File: config.mk
export PLATFORM = sky130hd
export DESIGN_NAME = hsd_device_flat
export DESIGN_NICKNAME = d
export VERILOG_FILES = /design/src/hsd_pkg.sv /design/src/hsd_link_if.sv /design/src/hsd_channel.sv /design/src/hsd_device.sv /design/src/flat_wrapper.sv
export SDC_FILE = /design/constraint.sdc
export NUM_CORES = 1
export LEC_CHECK = 0
export ABC_AREA = 1
export ABC_CLOCK_PERIOD_IN_PS = 2500
export BUFFER_PORTS_ARGS = -buffer_cell sky130_fd_sc_hd__buf_2
export CAP_MARGIN = 25
export CORE_ASPECT_RATIO = 1.25
export CORE_UTILIZATION = 26
export DETAILED_ROUTE_END_ITERATION = 7
export GPL_ROUTABILITY_DRIVEN = 1
export PLACE_DENSITY = 0.42
export SLEW_MARGIN = 25
export SYNTH_ARGS = -nofsm -noshare
export SYNTH_HDL_FRONTEND = slang
export SYNTH_SLANG_ARGS = --single-unit
File: constraint.sdc
create_clock -name core_clk_i -period 2.5 [get_ports core_clk_i]
set_input_delay 0.125 -clock core_clk_i [delete_from_list [all_inputs] [get_ports core_clk_i]]
set_output_delay 0.125 -clock core_clk_i [all_outputs]
set_load 0.02 [all_outputs]
File: src/hsd_pkg.sv
package hsd_pkg;
	localparam int NUM_DRV = 4;
	localparam int AW      = 8;
	localparam int DW      = 8;

	// device register byte offsets
	localparam logic [7:0] HS_CTRL_ADDR   = 8'h08;
	localparam logic [7:0] HS_STATUS_ADDR = 8'h0b;
	localparam logic [7:0] HS_PWMSEL_ADDR = 8'h0c;
	localparam logic [7:0] HS_FAULT_ADDR  = 8'h0d;
	localparam logic [7:0] HS_MASK_ADDR   = 8'h0e;
	localparam logic [7:0] HB_DIAG_ADDR   = 8'h0f;

	// control register fields
	localparam int CTRL_EN_LSB  = 0;
	localparam int CTRL_SRC_LSB = 4;
	localparam logic [7:0] CTRL_RESET = 8'h00;

	// fault register bit positions
	localparam int FLT_OVER_TEMP  = 0;
	localparam int FLT_OVER_CUR   = 1;
	localparam int FLT_OVER_VOLT  = 2;
	localparam int FLT_UNDER_VOLT = 3;
	localparam int FLT_PUMP_ERR   = 4;
	localparam int FLT_W          = 5;
	localparam logic [4:0] FAULT_RESET = 5'h00;
	localparam logic [4:0] MASK_RESET  = 5'h00;

	// host software port offsets
	localparam logic [2:0] H_TARGET_ADDR = 3'h0;
	localparam logic [2:0] H_WDATA_ADDR  = 3'h1;
	localparam logic [2:0] H_CMD_ADDR    = 3'h2;
	localparam logic [2:0] H_STATUS_ADDR = 3'h3;
	localparam logic [2:0] H_RESULT_ADDR = 3'h4;
	localparam int CMD_READ  = 0;
	localparam int CMD_SLEEP = 1;

	typedef enum logic [1:0] {
		HSD_IDLE,
		HSD_WRITE,
		HSD_READ,
		HSD_CAPTURE
	} hsd_host_state_type;
endpackage

File: src/hsd_link_if.sv
`timescale 1ns/1ps
interface hsd_link_if;
	logic [7:0] addr;
	logic [7:0] wdata;
	logic       wr;
	logic       rd;
	logic [7:0] rdata;

	modport device (
		input  addr,
		input  wdata,
		input  wr,
		input  rd,
		output rdata
	);
	modport host (
		output addr,
		output wdata,
		output wr,
		output rd,
		input  rdata
	);
endinterface

File: src/hsd_channel.sv
`timescale 1ns/1ps
module hsd_channel (
	// clock and reset
	input  wire logic core_clk_i,
	input  wire logic rst_i,
	// per-driver inputs
	input  wire logic trip_event_i,
	input  wire logic trip_clear_i,
	input  wire logic en_next_i,
	input  wire logic gate_next_i,
	// per-driver outputs
	output logic      trip_flag_o,
	output logic      drive_o
);
	logic trip_flag_next;

	// sticky over-current flag, set wins over write-one-clear
	assign trip_flag_next = trip_event_i | (trip_flag_o & ~trip_clear_i);

	always_ff @(posedge core_clk_i or posedge rst_i)
	begin
		if (rst_i)
			trip_flag_o <= 1'b0;
		else
			trip_flag_o <= trip_flag_next;
	end

	// driver stays off while its own flag or any global gate is up
	always_ff @(posedge core_clk_i or posedge rst_i)
	begin
		if (rst_i)
			drive_o <= 1'b0;
		else
			drive_o <= en_next_i & ~trip_flag_next & ~gate_next_i;
	end
endmodule

File: src/hsd_device.sv
// Strobed register access was chosen for this implementation.
`timescale 1ns/1ps
module hsd_device
	import hsd_pkg::*;
(
	// clock and reset
	input  wire logic               core_clk_i,
	input  wire logic               rst_i,
	// register link
	hsd_link_if.device              link,
	// analog sense inputs, asynchronous
	input  wire logic [NUM_DRV-1:0] over_current_fault_i,
	input  wire logic [NUM_DRV-1:0] hs_open_short_flag_i,
	input  wire logic [NUM_DRV-1:0] hb_open_short_flag_i,
	input  wire logic               over_temperature_fault_i,
	input  wire logic               over_voltage_fault_i,
	input  wire logic               under_voltage_fault_i,
	input  wire logic               charge_pump_voltage_error_i,
	// on-chip state, same clock
	input  wire logic               low_power_mode_i,
	input  wire logic [NUM_DRV-1:0] hb_high_diag_source_en_i,
	input  wire logic [NUM_DRV-1:0] hb_low_diag_source_en_i,
	input  wire logic [NUM_DRV-1:0] partner_low_side_en_i,
	// driver outputs
	output logic [NUM_DRV-1:0]      hs_drive_o,
	output logic [NUM_DRV-1:0]      hs_diag_source_o,
	output logic [NUM_DRV-1:0]      hs_pwm_sel_o,
	output logic [NUM_DRV-1:0]      hb_diag_invalid_o,
	output logic                    irq_o
);
	import hsd_pkg::*;

	localparam int SYNC_W = 3 * NUM_DRV + 4;

	logic [SYNC_W-1:0]  sync1_reg;
	logic [SYNC_W-1:0]  sync2_reg;
	logic [NUM_DRV-1:0] overcur_s;
	logic [NUM_DRV-1:0] hs_os_s;
	logic [NUM_DRV-1:0] hb_os_s;
	logic               overtemp_s;
	logic               overvolt_s;
	logic               undervolt_s;
	logic               pump_err_s;

	logic [7:0]         ctrl_reg;
	logic [7:0]         ctrl_next;
	logic [NUM_DRV-1:0] pwm_sel_reg;
	logic [FLT_W-1:0]   fault_reg;
	logic [FLT_W-1:0]   fault_next;
	logic [FLT_W-1:0]   fault_event;
	logic [FLT_W-1:0]   mask_reg;
	logic [NUM_DRV-1:0] overcur_flag;
	logic [NUM_DRV-1:0] overcur_event;
	logic [NUM_DRV-1:0] overcur_clear;
	logic [NUM_DRV-1:0] hs_os_reg;
	logic [7:0]         rdata_reg;
	logic               low_power_d_reg;
	logic               low_power_entry;
	logic               gate_next;
	logic               wr_ctrl;
	logic               wr_status;
	logic               wr_fault;

	////////////////////////////////////////////////////////////////////////////
	// two-stage synchroniser for all analog inputs
	always_ff @(posedge core_clk_i or posedge rst_i)
	begin
		if (rst_i)
		begin
			sync1_reg <= '0;
			sync2_reg <= '0;
		end
		else
		begin
			sync1_reg <= {over_current_fault_i, hs_open_short_flag_i, hb_open_short_flag_i,
				over_temperature_fault_i, over_voltage_fault_i, under_voltage_fault_i,
				charge_pump_voltage_error_i};
			sync2_reg <= sync1_reg;
		end
	end

	assign overcur_s   = sync2_reg[SYNC_W-1 -: NUM_DRV];
	assign hs_os_s     = sync2_reg[2*NUM_DRV+3 -: NUM_DRV];
	assign hb_os_s     = sync2_reg[NUM_DRV+3 -: NUM_DRV];
	assign overtemp_s  = sync2_reg[3];
	assign overvolt_s  = sync2_reg[2];
	assign undervolt_s = sync2_reg[1];
	assign pump_err_s  = sync2_reg[0];

	////////////////////////////////////////////////////////////////////////////
	// write decode
	assign wr_ctrl   = link.wr && (link.addr == HS_CTRL_ADDR);
	assign wr_status = link.wr && (link.addr == HS_STATUS_ADDR);
	assign wr_fault  = link.wr && (link.addr == HS_FAULT_ADDR);

	always_ff @(posedge core_clk_i or posedge rst_i)
	begin
		if (rst_i)
			low_power_d_reg <= 1'b0;
		else
			low_power_d_reg <= low_power_mode_i;
	end

	assign low_power_entry = low_power_mode_i & ~low_power_d_reg;

	////////////////////////////////////////////////////////////////////////////
	// control register; hardware clears win over a same-cycle write
	always_comb
	begin
		ctrl_next = ctrl_reg;
		if (wr_ctrl)
			ctrl_next = link.wdata;
		if (low_power_entry)
			ctrl_next[CTRL_EN_LSB +: NUM_DRV] = '0;
		if (overtemp_s)
			ctrl_next = CTRL_RESET;
	end

	always_ff @(posedge core_clk_i or posedge rst_i)
	begin
		if (rst_i)
			ctrl_reg <= CTRL_RESET;
		else
			ctrl_reg <= ctrl_next;
	end

	always_ff @(posedge core_clk_i or posedge rst_i)
	begin
		if (rst_i)
			pwm_sel_reg <= '0;
		else if (link.wr && (link.addr == HS_PWMSEL_ADDR))
			pwm_sel_reg <= link.wdata[NUM_DRV-1:0];
	end

	always_ff @(posedge core_clk_i or posedge rst_i)
	begin
		if (rst_i)
			mask_reg <= MASK_RESET;
		else if (link.wr && (link.addr == HS_MASK_ADDR))
			mask_reg <= link.wdata[FLT_W-1:0];
	end

	////////////////////////////////////////////////////////////////////////////
	// captured faults, set wins over write-one-clear
	assign overcur_event = overcur_s & ~ctrl_reg[CTRL_SRC_LSB +: NUM_DRV];
	assign overcur_clear = wr_status ? link.wdata[NUM_DRV-1:0] : '0;

	always_comb
	begin
		fault_event                 = '0;
		fault_event[FLT_OVER_TEMP]  = overtemp_s;
		fault_event[FLT_OVER_CUR]   = |overcur_event;
		fault_event[FLT_OVER_VOLT]  = overvolt_s;
		fault_event[FLT_UNDER_VOLT] = undervolt_s;
		fault_event[FLT_PUMP_ERR]   = pump_err_s;
		fault_next = fault_event | (fault_reg & ~(wr_fault ? link.wdata[FLT_W-1:0] : '0));
	end

	always_ff @(posedge core_clk_i or posedge rst_i)
	begin
		if (rst_i)
			fault_reg <= FAULT_RESET;
		else
			fault_reg <= fault_next;
	end

	// any captured fault or live supply fault holds every driver off
	assign gate_next = (|fault_next) | overvolt_s | undervolt_s;

	////////////////////////////////////////////////////////////////////////////
	// per-driver protection channels
	genvar g;
	generate
		for (g = 0; g < NUM_DRV; g++)
		begin : g_chan
			hsd_channel u_chan (
				.core_clk_i   (core_clk_i),
				.rst_i        (rst_i),
				.trip_event_i (overcur_event[g]),
				.trip_clear_i (overcur_clear[g]),
				.en_next_i    (ctrl_next[CTRL_EN_LSB + g]),
				.gate_next_i  (gate_next),
				.trip_flag_o  (overcur_flag[g]),
				.drive_o      (hs_drive_o[g])
			);
		end
	endgenerate

	////////////////////////////////////////////////////////////////////////////
	// outputs
	always_ff @(posedge core_clk_i or posedge rst_i)
	begin
		if (rst_i)
		begin
			hs_diag_source_o  <= '0;
			hs_pwm_sel_o      <= '0;
			hs_os_reg         <= '0;
			hb_diag_invalid_o <= '0;
			irq_o             <= 1'b0;
		end
		else
		begin
			hs_diag_source_o <= ctrl_next[CTRL_SRC_LSB +: NUM_DRV];
			hs_pwm_sel_o     <= pwm_sel_reg;
			hs_os_reg        <= hs_os_s;
			hb_diag_invalid_o <= (hb_high_diag_source_en_i & ~hb_low_diag_source_en_i
				& ~partner_low_side_en_i & ~hb_os_s)
				| (~hb_high_diag_source_en_i & hb_low_diag_source_en_i
				& ~partner_low_side_en_i & hb_os_s);
			irq_o <= |(fault_next & mask_reg);
		end
	end

	////////////////////////////////////////////////////////////////////////////
	// read data, one cycle after the strobe
	always_ff @(posedge core_clk_i or posedge rst_i)
	begin
		if (rst_i)
			rdata_reg <= 8'h00;
		else if (link.rd)
		begin
			case (link.addr)
				HS_CTRL_ADDR:   rdata_reg <= ctrl_reg;
				HS_STATUS_ADDR: rdata_reg <= {hs_os_reg, overcur_flag};
				HS_PWMSEL_ADDR: rdata_reg <= {4'h0, pwm_sel_reg};
				HS_FAULT_ADDR:  rdata_reg <= {3'h0, fault_reg};
				HS_MASK_ADDR:   rdata_reg <= {3'h0, mask_reg};
				HB_DIAG_ADDR:   rdata_reg <= {4'h0, hb_diag_invalid_o};
				default:        rdata_reg <= 8'h00;
			endcase
		end
		else
			rdata_reg <= 8'h00;
	end

	assign link.rdata = rdata_reg;
endmodule

File: src/flat_wrapper.sv
// flat-port wrapper written by rule: the top's interface ports become plain ports
module hsd_device_flat import hsd_pkg::*;
  (core_clk_i, rst_i, over_current_fault_i, hs_open_short_flag_i, hb_open_short_flag_i, over_temperature_fault_i, over_voltage_fault_i, under_voltage_fault_i, charge_pump_voltage_error_i, low_power_mode_i, hb_high_diag_source_en_i, hb_low_diag_source_en_i, partner_low_side_en_i, hs_drive_o, hs_diag_source_o, hs_pwm_sel_o, hb_diag_invalid_o, irq_o, link_addr, link_wdata, link_wr, link_rd, link_rdata);
  hsd_link_if link_i ();
  input  wire logic core_clk_i;
  input  wire logic rst_i;
  input  wire logic [NUM_DRV-1:0] over_current_fault_i;
  input  wire logic [NUM_DRV-1:0] hs_open_short_flag_i;
  input  wire logic [NUM_DRV-1:0] hb_open_short_flag_i;
  input  wire logic over_temperature_fault_i;
  input  wire logic over_voltage_fault_i;
  input  wire logic under_voltage_fault_i;
  input  wire logic charge_pump_voltage_error_i;
  input  wire logic low_power_mode_i;
  input  wire logic [NUM_DRV-1:0] hb_high_diag_source_en_i;
  input  wire logic [NUM_DRV-1:0] hb_low_diag_source_en_i;
  input  wire logic [NUM_DRV-1:0] partner_low_side_en_i;
  output logic [NUM_DRV-1:0] hs_drive_o;
  output logic [NUM_DRV-1:0] hs_diag_source_o;
  output logic [NUM_DRV-1:0] hs_pwm_sel_o;
  output logic [NUM_DRV-1:0] hb_diag_invalid_o;
  output logic irq_o;
  input wire logic [$bits(link_i.addr)-1:0] link_addr;
  input wire logic [$bits(link_i.wdata)-1:0] link_wdata;
  input wire logic [$bits(link_i.wr)-1:0] link_wr;
  input wire logic [$bits(link_i.rd)-1:0] link_rd;
  output wire logic [$bits(link_i.rdata)-1:0] link_rdata;
  assign link_i.addr = link_addr;
  assign link_i.wdata = link_wdata;
  assign link_i.wr = link_wr;
  assign link_i.rd = link_rd;
  assign link_rdata = link_i.rdata;
  hsd_device u_core (.core_clk_i(core_clk_i), .rst_i(rst_i), .link(link_i), .over_current_fault_i(over_current_fault_i), .hs_open_short_flag_i(hs_open_short_flag_i), .hb_open_short_flag_i(hb_open_short_flag_i), .over_temperature_fault_i(over_temperature_fault_i), .over_voltage_fault_i(over_voltage_fault_i), .under_voltage_fault_i(under_voltage_fault_i), .charge_pump_voltage_error_i(charge_pump_voltage_error_i), .low_power_mode_i(low_power_mode_i), .hb_high_diag_source_en_i(hb_high_diag_source_en_i), .hb_low_diag_source_en_i(hb_low_diag_source_en_i), .partner_low_side_en_i(partner_low_side_en_i), .hs_drive_o(hs_drive_o), .hs_diag_source_o(hs_diag_source_o), .hs_pwm_sel_o(hs_pwm_sel_o), .hb_diag_invalid_o(hb_diag_invalid_o), .irq_o(irq_o));
endmodule
# Yosys cells after proc, flatten, opt, wreduce, memory -nomap -nowiden
# Index checks and enable logic that the tools add are counted.
# totals
register_bits,88
in_bits,49
out_inout_bits,25
wordCells,88
# op_classes
n_eq_ne,6
n_mux,7
n_bitwise,46
reduce_logical,8
# ops
cell,n
$eq 8x4->1 const B,6
$pmux 8 s6,1
$and 4x4->4,7
$mux 8,3
$not 4->4,5
$and 1x1->1,13
$and 5x5->5,2
$not 1->1,10
$reduce_or 5->1,2
$mux 4,2
$or 1x1->1,6
$logic_and 1x1->1,5
$mux 5,1
$not 5->5,1
$or 5x5->5,1
$or 4x4->4,1
$reduce_or 4->1,1

# Longest topological paths before layout
# depth
ltp_word,11
ltp_mapped,11
mapped_depth_nobuf,10

# Hierarchy
# A second synthesis with hierarchy kept.
# hier_totals
cells_unflattened,329
area_unflattened_um2,3218.1
# modules_own_cells
mod,n_inst,cells_per_inst,area_per_inst_um2,seq_area_each_um2
hsd_device,1,289,2867.8,1901.8
hsd_channel,4,10,87.6,50.0

# Least setup slack after synthesis
# OpenSTA, ideal clock, no wires.
# synth_path
path_kind,in2reg
start,input port link_addr[6]
end,"register u_core.rdata_reg[4], in the netlist u_core.link.rdata[4]"
setup_ns,0.078
arrival_time_ns,1.049
t_required_ns,2.422
setup_slack_ns,1.373
cell_stages,9
path_buffers,2
path_cell_list,inv_1 -> nand2_1 -> nor2_2 -> buf_4 -> buf_2 -> nand4_1 -> nor2_1 -> nor2_1 -> a21oi_1
# synth_via
elab_chain_cells,3
elab_cells_between_ends,8
# synth_rtl
item,line,source
"start, declared",flat_wrapper.sv:23,input wire logic [$bits(link_i.addr)-1:0] link_addr;
$eq 8x4->1,hsd_device.sv:222,case (link.addr)
$pmux 8 s6 (*),hsd_device.sv:222,
$mux 8 (*),hsd_device.sv:220,else if (link.rd)
"end signal, assigned",hsd_device.sv:223,HS_CTRL_ADDR: rdata_reg <= ctrl_reg;
"end signal, assigned",hsd_device.sv:224,"HS_STATUS_ADDR: rdata_reg <= {hs_os_reg, overcur_flag};"
"end signal, assigned",hsd_device.sv:225,"HS_PWMSEL_ADDR: rdata_reg <= {4'h0, pwm_sel_reg};"
"end, declared",hsd_device.sv:56,logic [7:0] rdata_reg;
# Every way passes the cells marked *; elsewhere a longest branch is shown, timed or not.
# A chain may end at the register's enable or synchronous reset.

# Worst setup path after layout
# layout_path
start,input port link_addr[6]
end,"register u_core.rdata_reg[0], in the netlist u_core.link.rdata[0]"
# Same word-level chain as after synthesis.

==> results.md <==
- Fin. Hold Viols: 0
- Setup TNS: 0 ps
- CP required: 2760 ps
- Final Skew: roughly 5.3 ps
- Crit end category: register
- Syn-to-layout area delta: 31.9%
- Top_reg_cell synth: dfrtp_1
- Core Area: ~12000 µm²
- Congestion Overflow GR: 0
- Die Ht: 126 µm
- Clock Tree Buf Depth: 2
- PD cells: approximately 700 nW/µm²
- Via count: approximately 2400
- Yosys reg bits: 84
- Cell Area, Synth: roughly 3200 µm²
- Ports: 74
- Setup Buffers After CTS: 0
- Maxcap violations: 0
- Clock latency on the worst-skew pair: about 340 ps
- Per-cell routed wire length: approximately 13 µm
- Final hold slack: between 15 and 20 ps
- Worst slew pin tran: between 600 and 700 ps
- Diode count: 0
- Rows: 45
- Placed Instance Area: around 3700 µm²
- Crit path launch type: input port
- Root buffer cell: clkbuf_16
- WL final: 7.65 mm
- Num CTS Buffers: 9
- Via density: between 4 and 5
- Worst min path class: in2reg
- Cts repair resizes: 0
- Slew Limit Fails: 0
- Final setup viols: 0
- Seq/Total Area, Yosys: 65.4%
- Fraction of registers with async set or reset after synthesis: 100%
- Post-synth top area share: between 60% and 70%
- Synth cell types: 24
- Syn. warnings: 0
- Final instance area: 4240 µm²
- WS Path Type: in2reg
- Post-layout net count: between 400 and 500
- Initial antenna violation count: 0
- Most instantiated cells after synthesis: dfrtp_1, nand2_1, inv_1
- DIE AREA: roughly 13000 µm²
- Max_slew headroom: 55.4%
- Most common cell in the netlist: dfrtp_1
- Leakage: between 2 and 2.5 nW
- DR pass1 iterations: 8
- Ranking of synthesized cells by area: dfrtp_1, nand2_1, inv_1, o21ai_0, nor2_1
- Placer Congestion: slightly below 0.8
- Fmax: 0.629 GHz
- Synthesized net count: 370
- Final worst-path cycle share: 63.6%
- Mean area per synthesized cell: ~10 µm²
- H-tree Lvls: 3
- Maximum VDD drop: roughly 0.34 mV
- Largest net degree at the start of global routing: 85
- Detail Placement HPWL: roughly 5.6 mm
- Clock transition at path regs: 60 ps
- DRC viols: 0
- Critical path peak fanout: 16
- Mapped Cells: around 320
- CTS Sinks: 84
- Final ANT Viol Nets: 0
- Initial DRC Count: 117
- Area leader, netlist: dfrtp_1
- Starting Density: about a quarter
- Die W: 101 µm
- CTS Hold Bufs: 22
- Arrival time at the worst endpoint: about 1900 ps
- RSZ-0062 raised after global routing: no
- Port Buffers: 73
- Post-synth EDFFs: 0
- Post-layout min period: between 1500 and 2000 ps
- Tot GR Track Use: a little over an eighth
- Outcome: finished clean
- Number of global-route vias before repair: 2294
- First-pass GRT wire length: around 12 mm
- CTS tree: built
- Share of layout cells above drive strength 1: 25.5%
[worst max-delay path, cell delays in order]
cell and delay (ps):
buf_2 90, inv_1 40, nand2_1 50, nor2_2 450
inv_1 150, nor4_2 530, o21ai_2 220, nor2_1 170
[through the flow]
step	std cells	setup WS, ps	utilization (%)	total power [W]
after floorplan	321	210	-	0.00153
after global routing	587	658	35.0	0.00301
after detailed placement	549	528	30.8	0.00162
after global placement	549	578	30.8	0.00162
final	587	911	35.0	0.00288
after CTS	587	876	35.0	0.00294
[layer usage]
metal	track usage, %	up-vias	wire length, µm
met1	16.0	1131	3360
li1	-	1203	-
met3	4.02	15	299
met5	0	-	0
met2	20.5	55	3770
met4	6.56	0	221
[cells by family (layout without fill, tap and decap cells)]
family                 after synthesis  count (layout)  share of synthesized area (%)
AO/OA/AOI/OAI                       40              40                           7.36
AND/OR/NAND/NOR                    142             142                           19.6
flip-flops                          84              84                           65.4
buffers and inverters               55             157                           7.67
[cell type report]
| type | count | area, µm² |
|---|---|---|
| inverters | 44 | 168 |
| flip-flops and latches | 84 | 2100 |
| multi-input cells | 182 | 866 |
| repair buffers | 97 | 613 |
| well taps | 164 | 205 |
| clock buffers | 10 | 239 |
| fillers | 1278 | 7870 |
| clock inverters | 6 | 47.5 |
[report_power, final]
| part | total (W) | leakage, nW | switching (W) | internal, W |
|---|---|---|---|---|
| logic | 0.000192 | 0.915 | 0.000112 | 0.0000804 |
| registers | 0.00142 | 1.03 | 0.0000165 | 0.00141 |
| clock network | 0.00127 | 0.128 | 0.000562 | 0.000707 |
| total | 0.00288 | 2.08 | 0.000690 | 0.00219 |
[cells in the final DEF (no fill, tap or decap), drive strengths merged, types with 7 or more instances in the layout]
cell,count
nand2,78
dfrtp,84
o21ai,23
nand4,7
nand3,16
a21oi,10
nor3,13
dlygate4sd3,22
clkbuf,10
nor2,27
inv,44
buf,75
[worst paths after layout]
check / from / endpoint / slack [ps] / cells past startpoint
worst max register to register: u_core.ctrl_reg[5] / u_core.g_chan[2].u_chan.drive_o / 1070 / 6
worst max-delay path: link_addr[6] / u_core.link.rdata[0] / 910 / 8
max in group asynchronous: rst_i / u_core.link.rdata[0] / 1700 / 4
worst min-delay path: link_wdata[5] / u_core.ctrl_reg[5] / 20 / 3
min in group asynchronous: rst_i / u_core.sync1_reg[12] / 410 / 4
worst min register to register: u_core.sync1_reg[13] / u_core.sync2_reg[13] / 350 / 0
(Power assumes the default switching activity.)
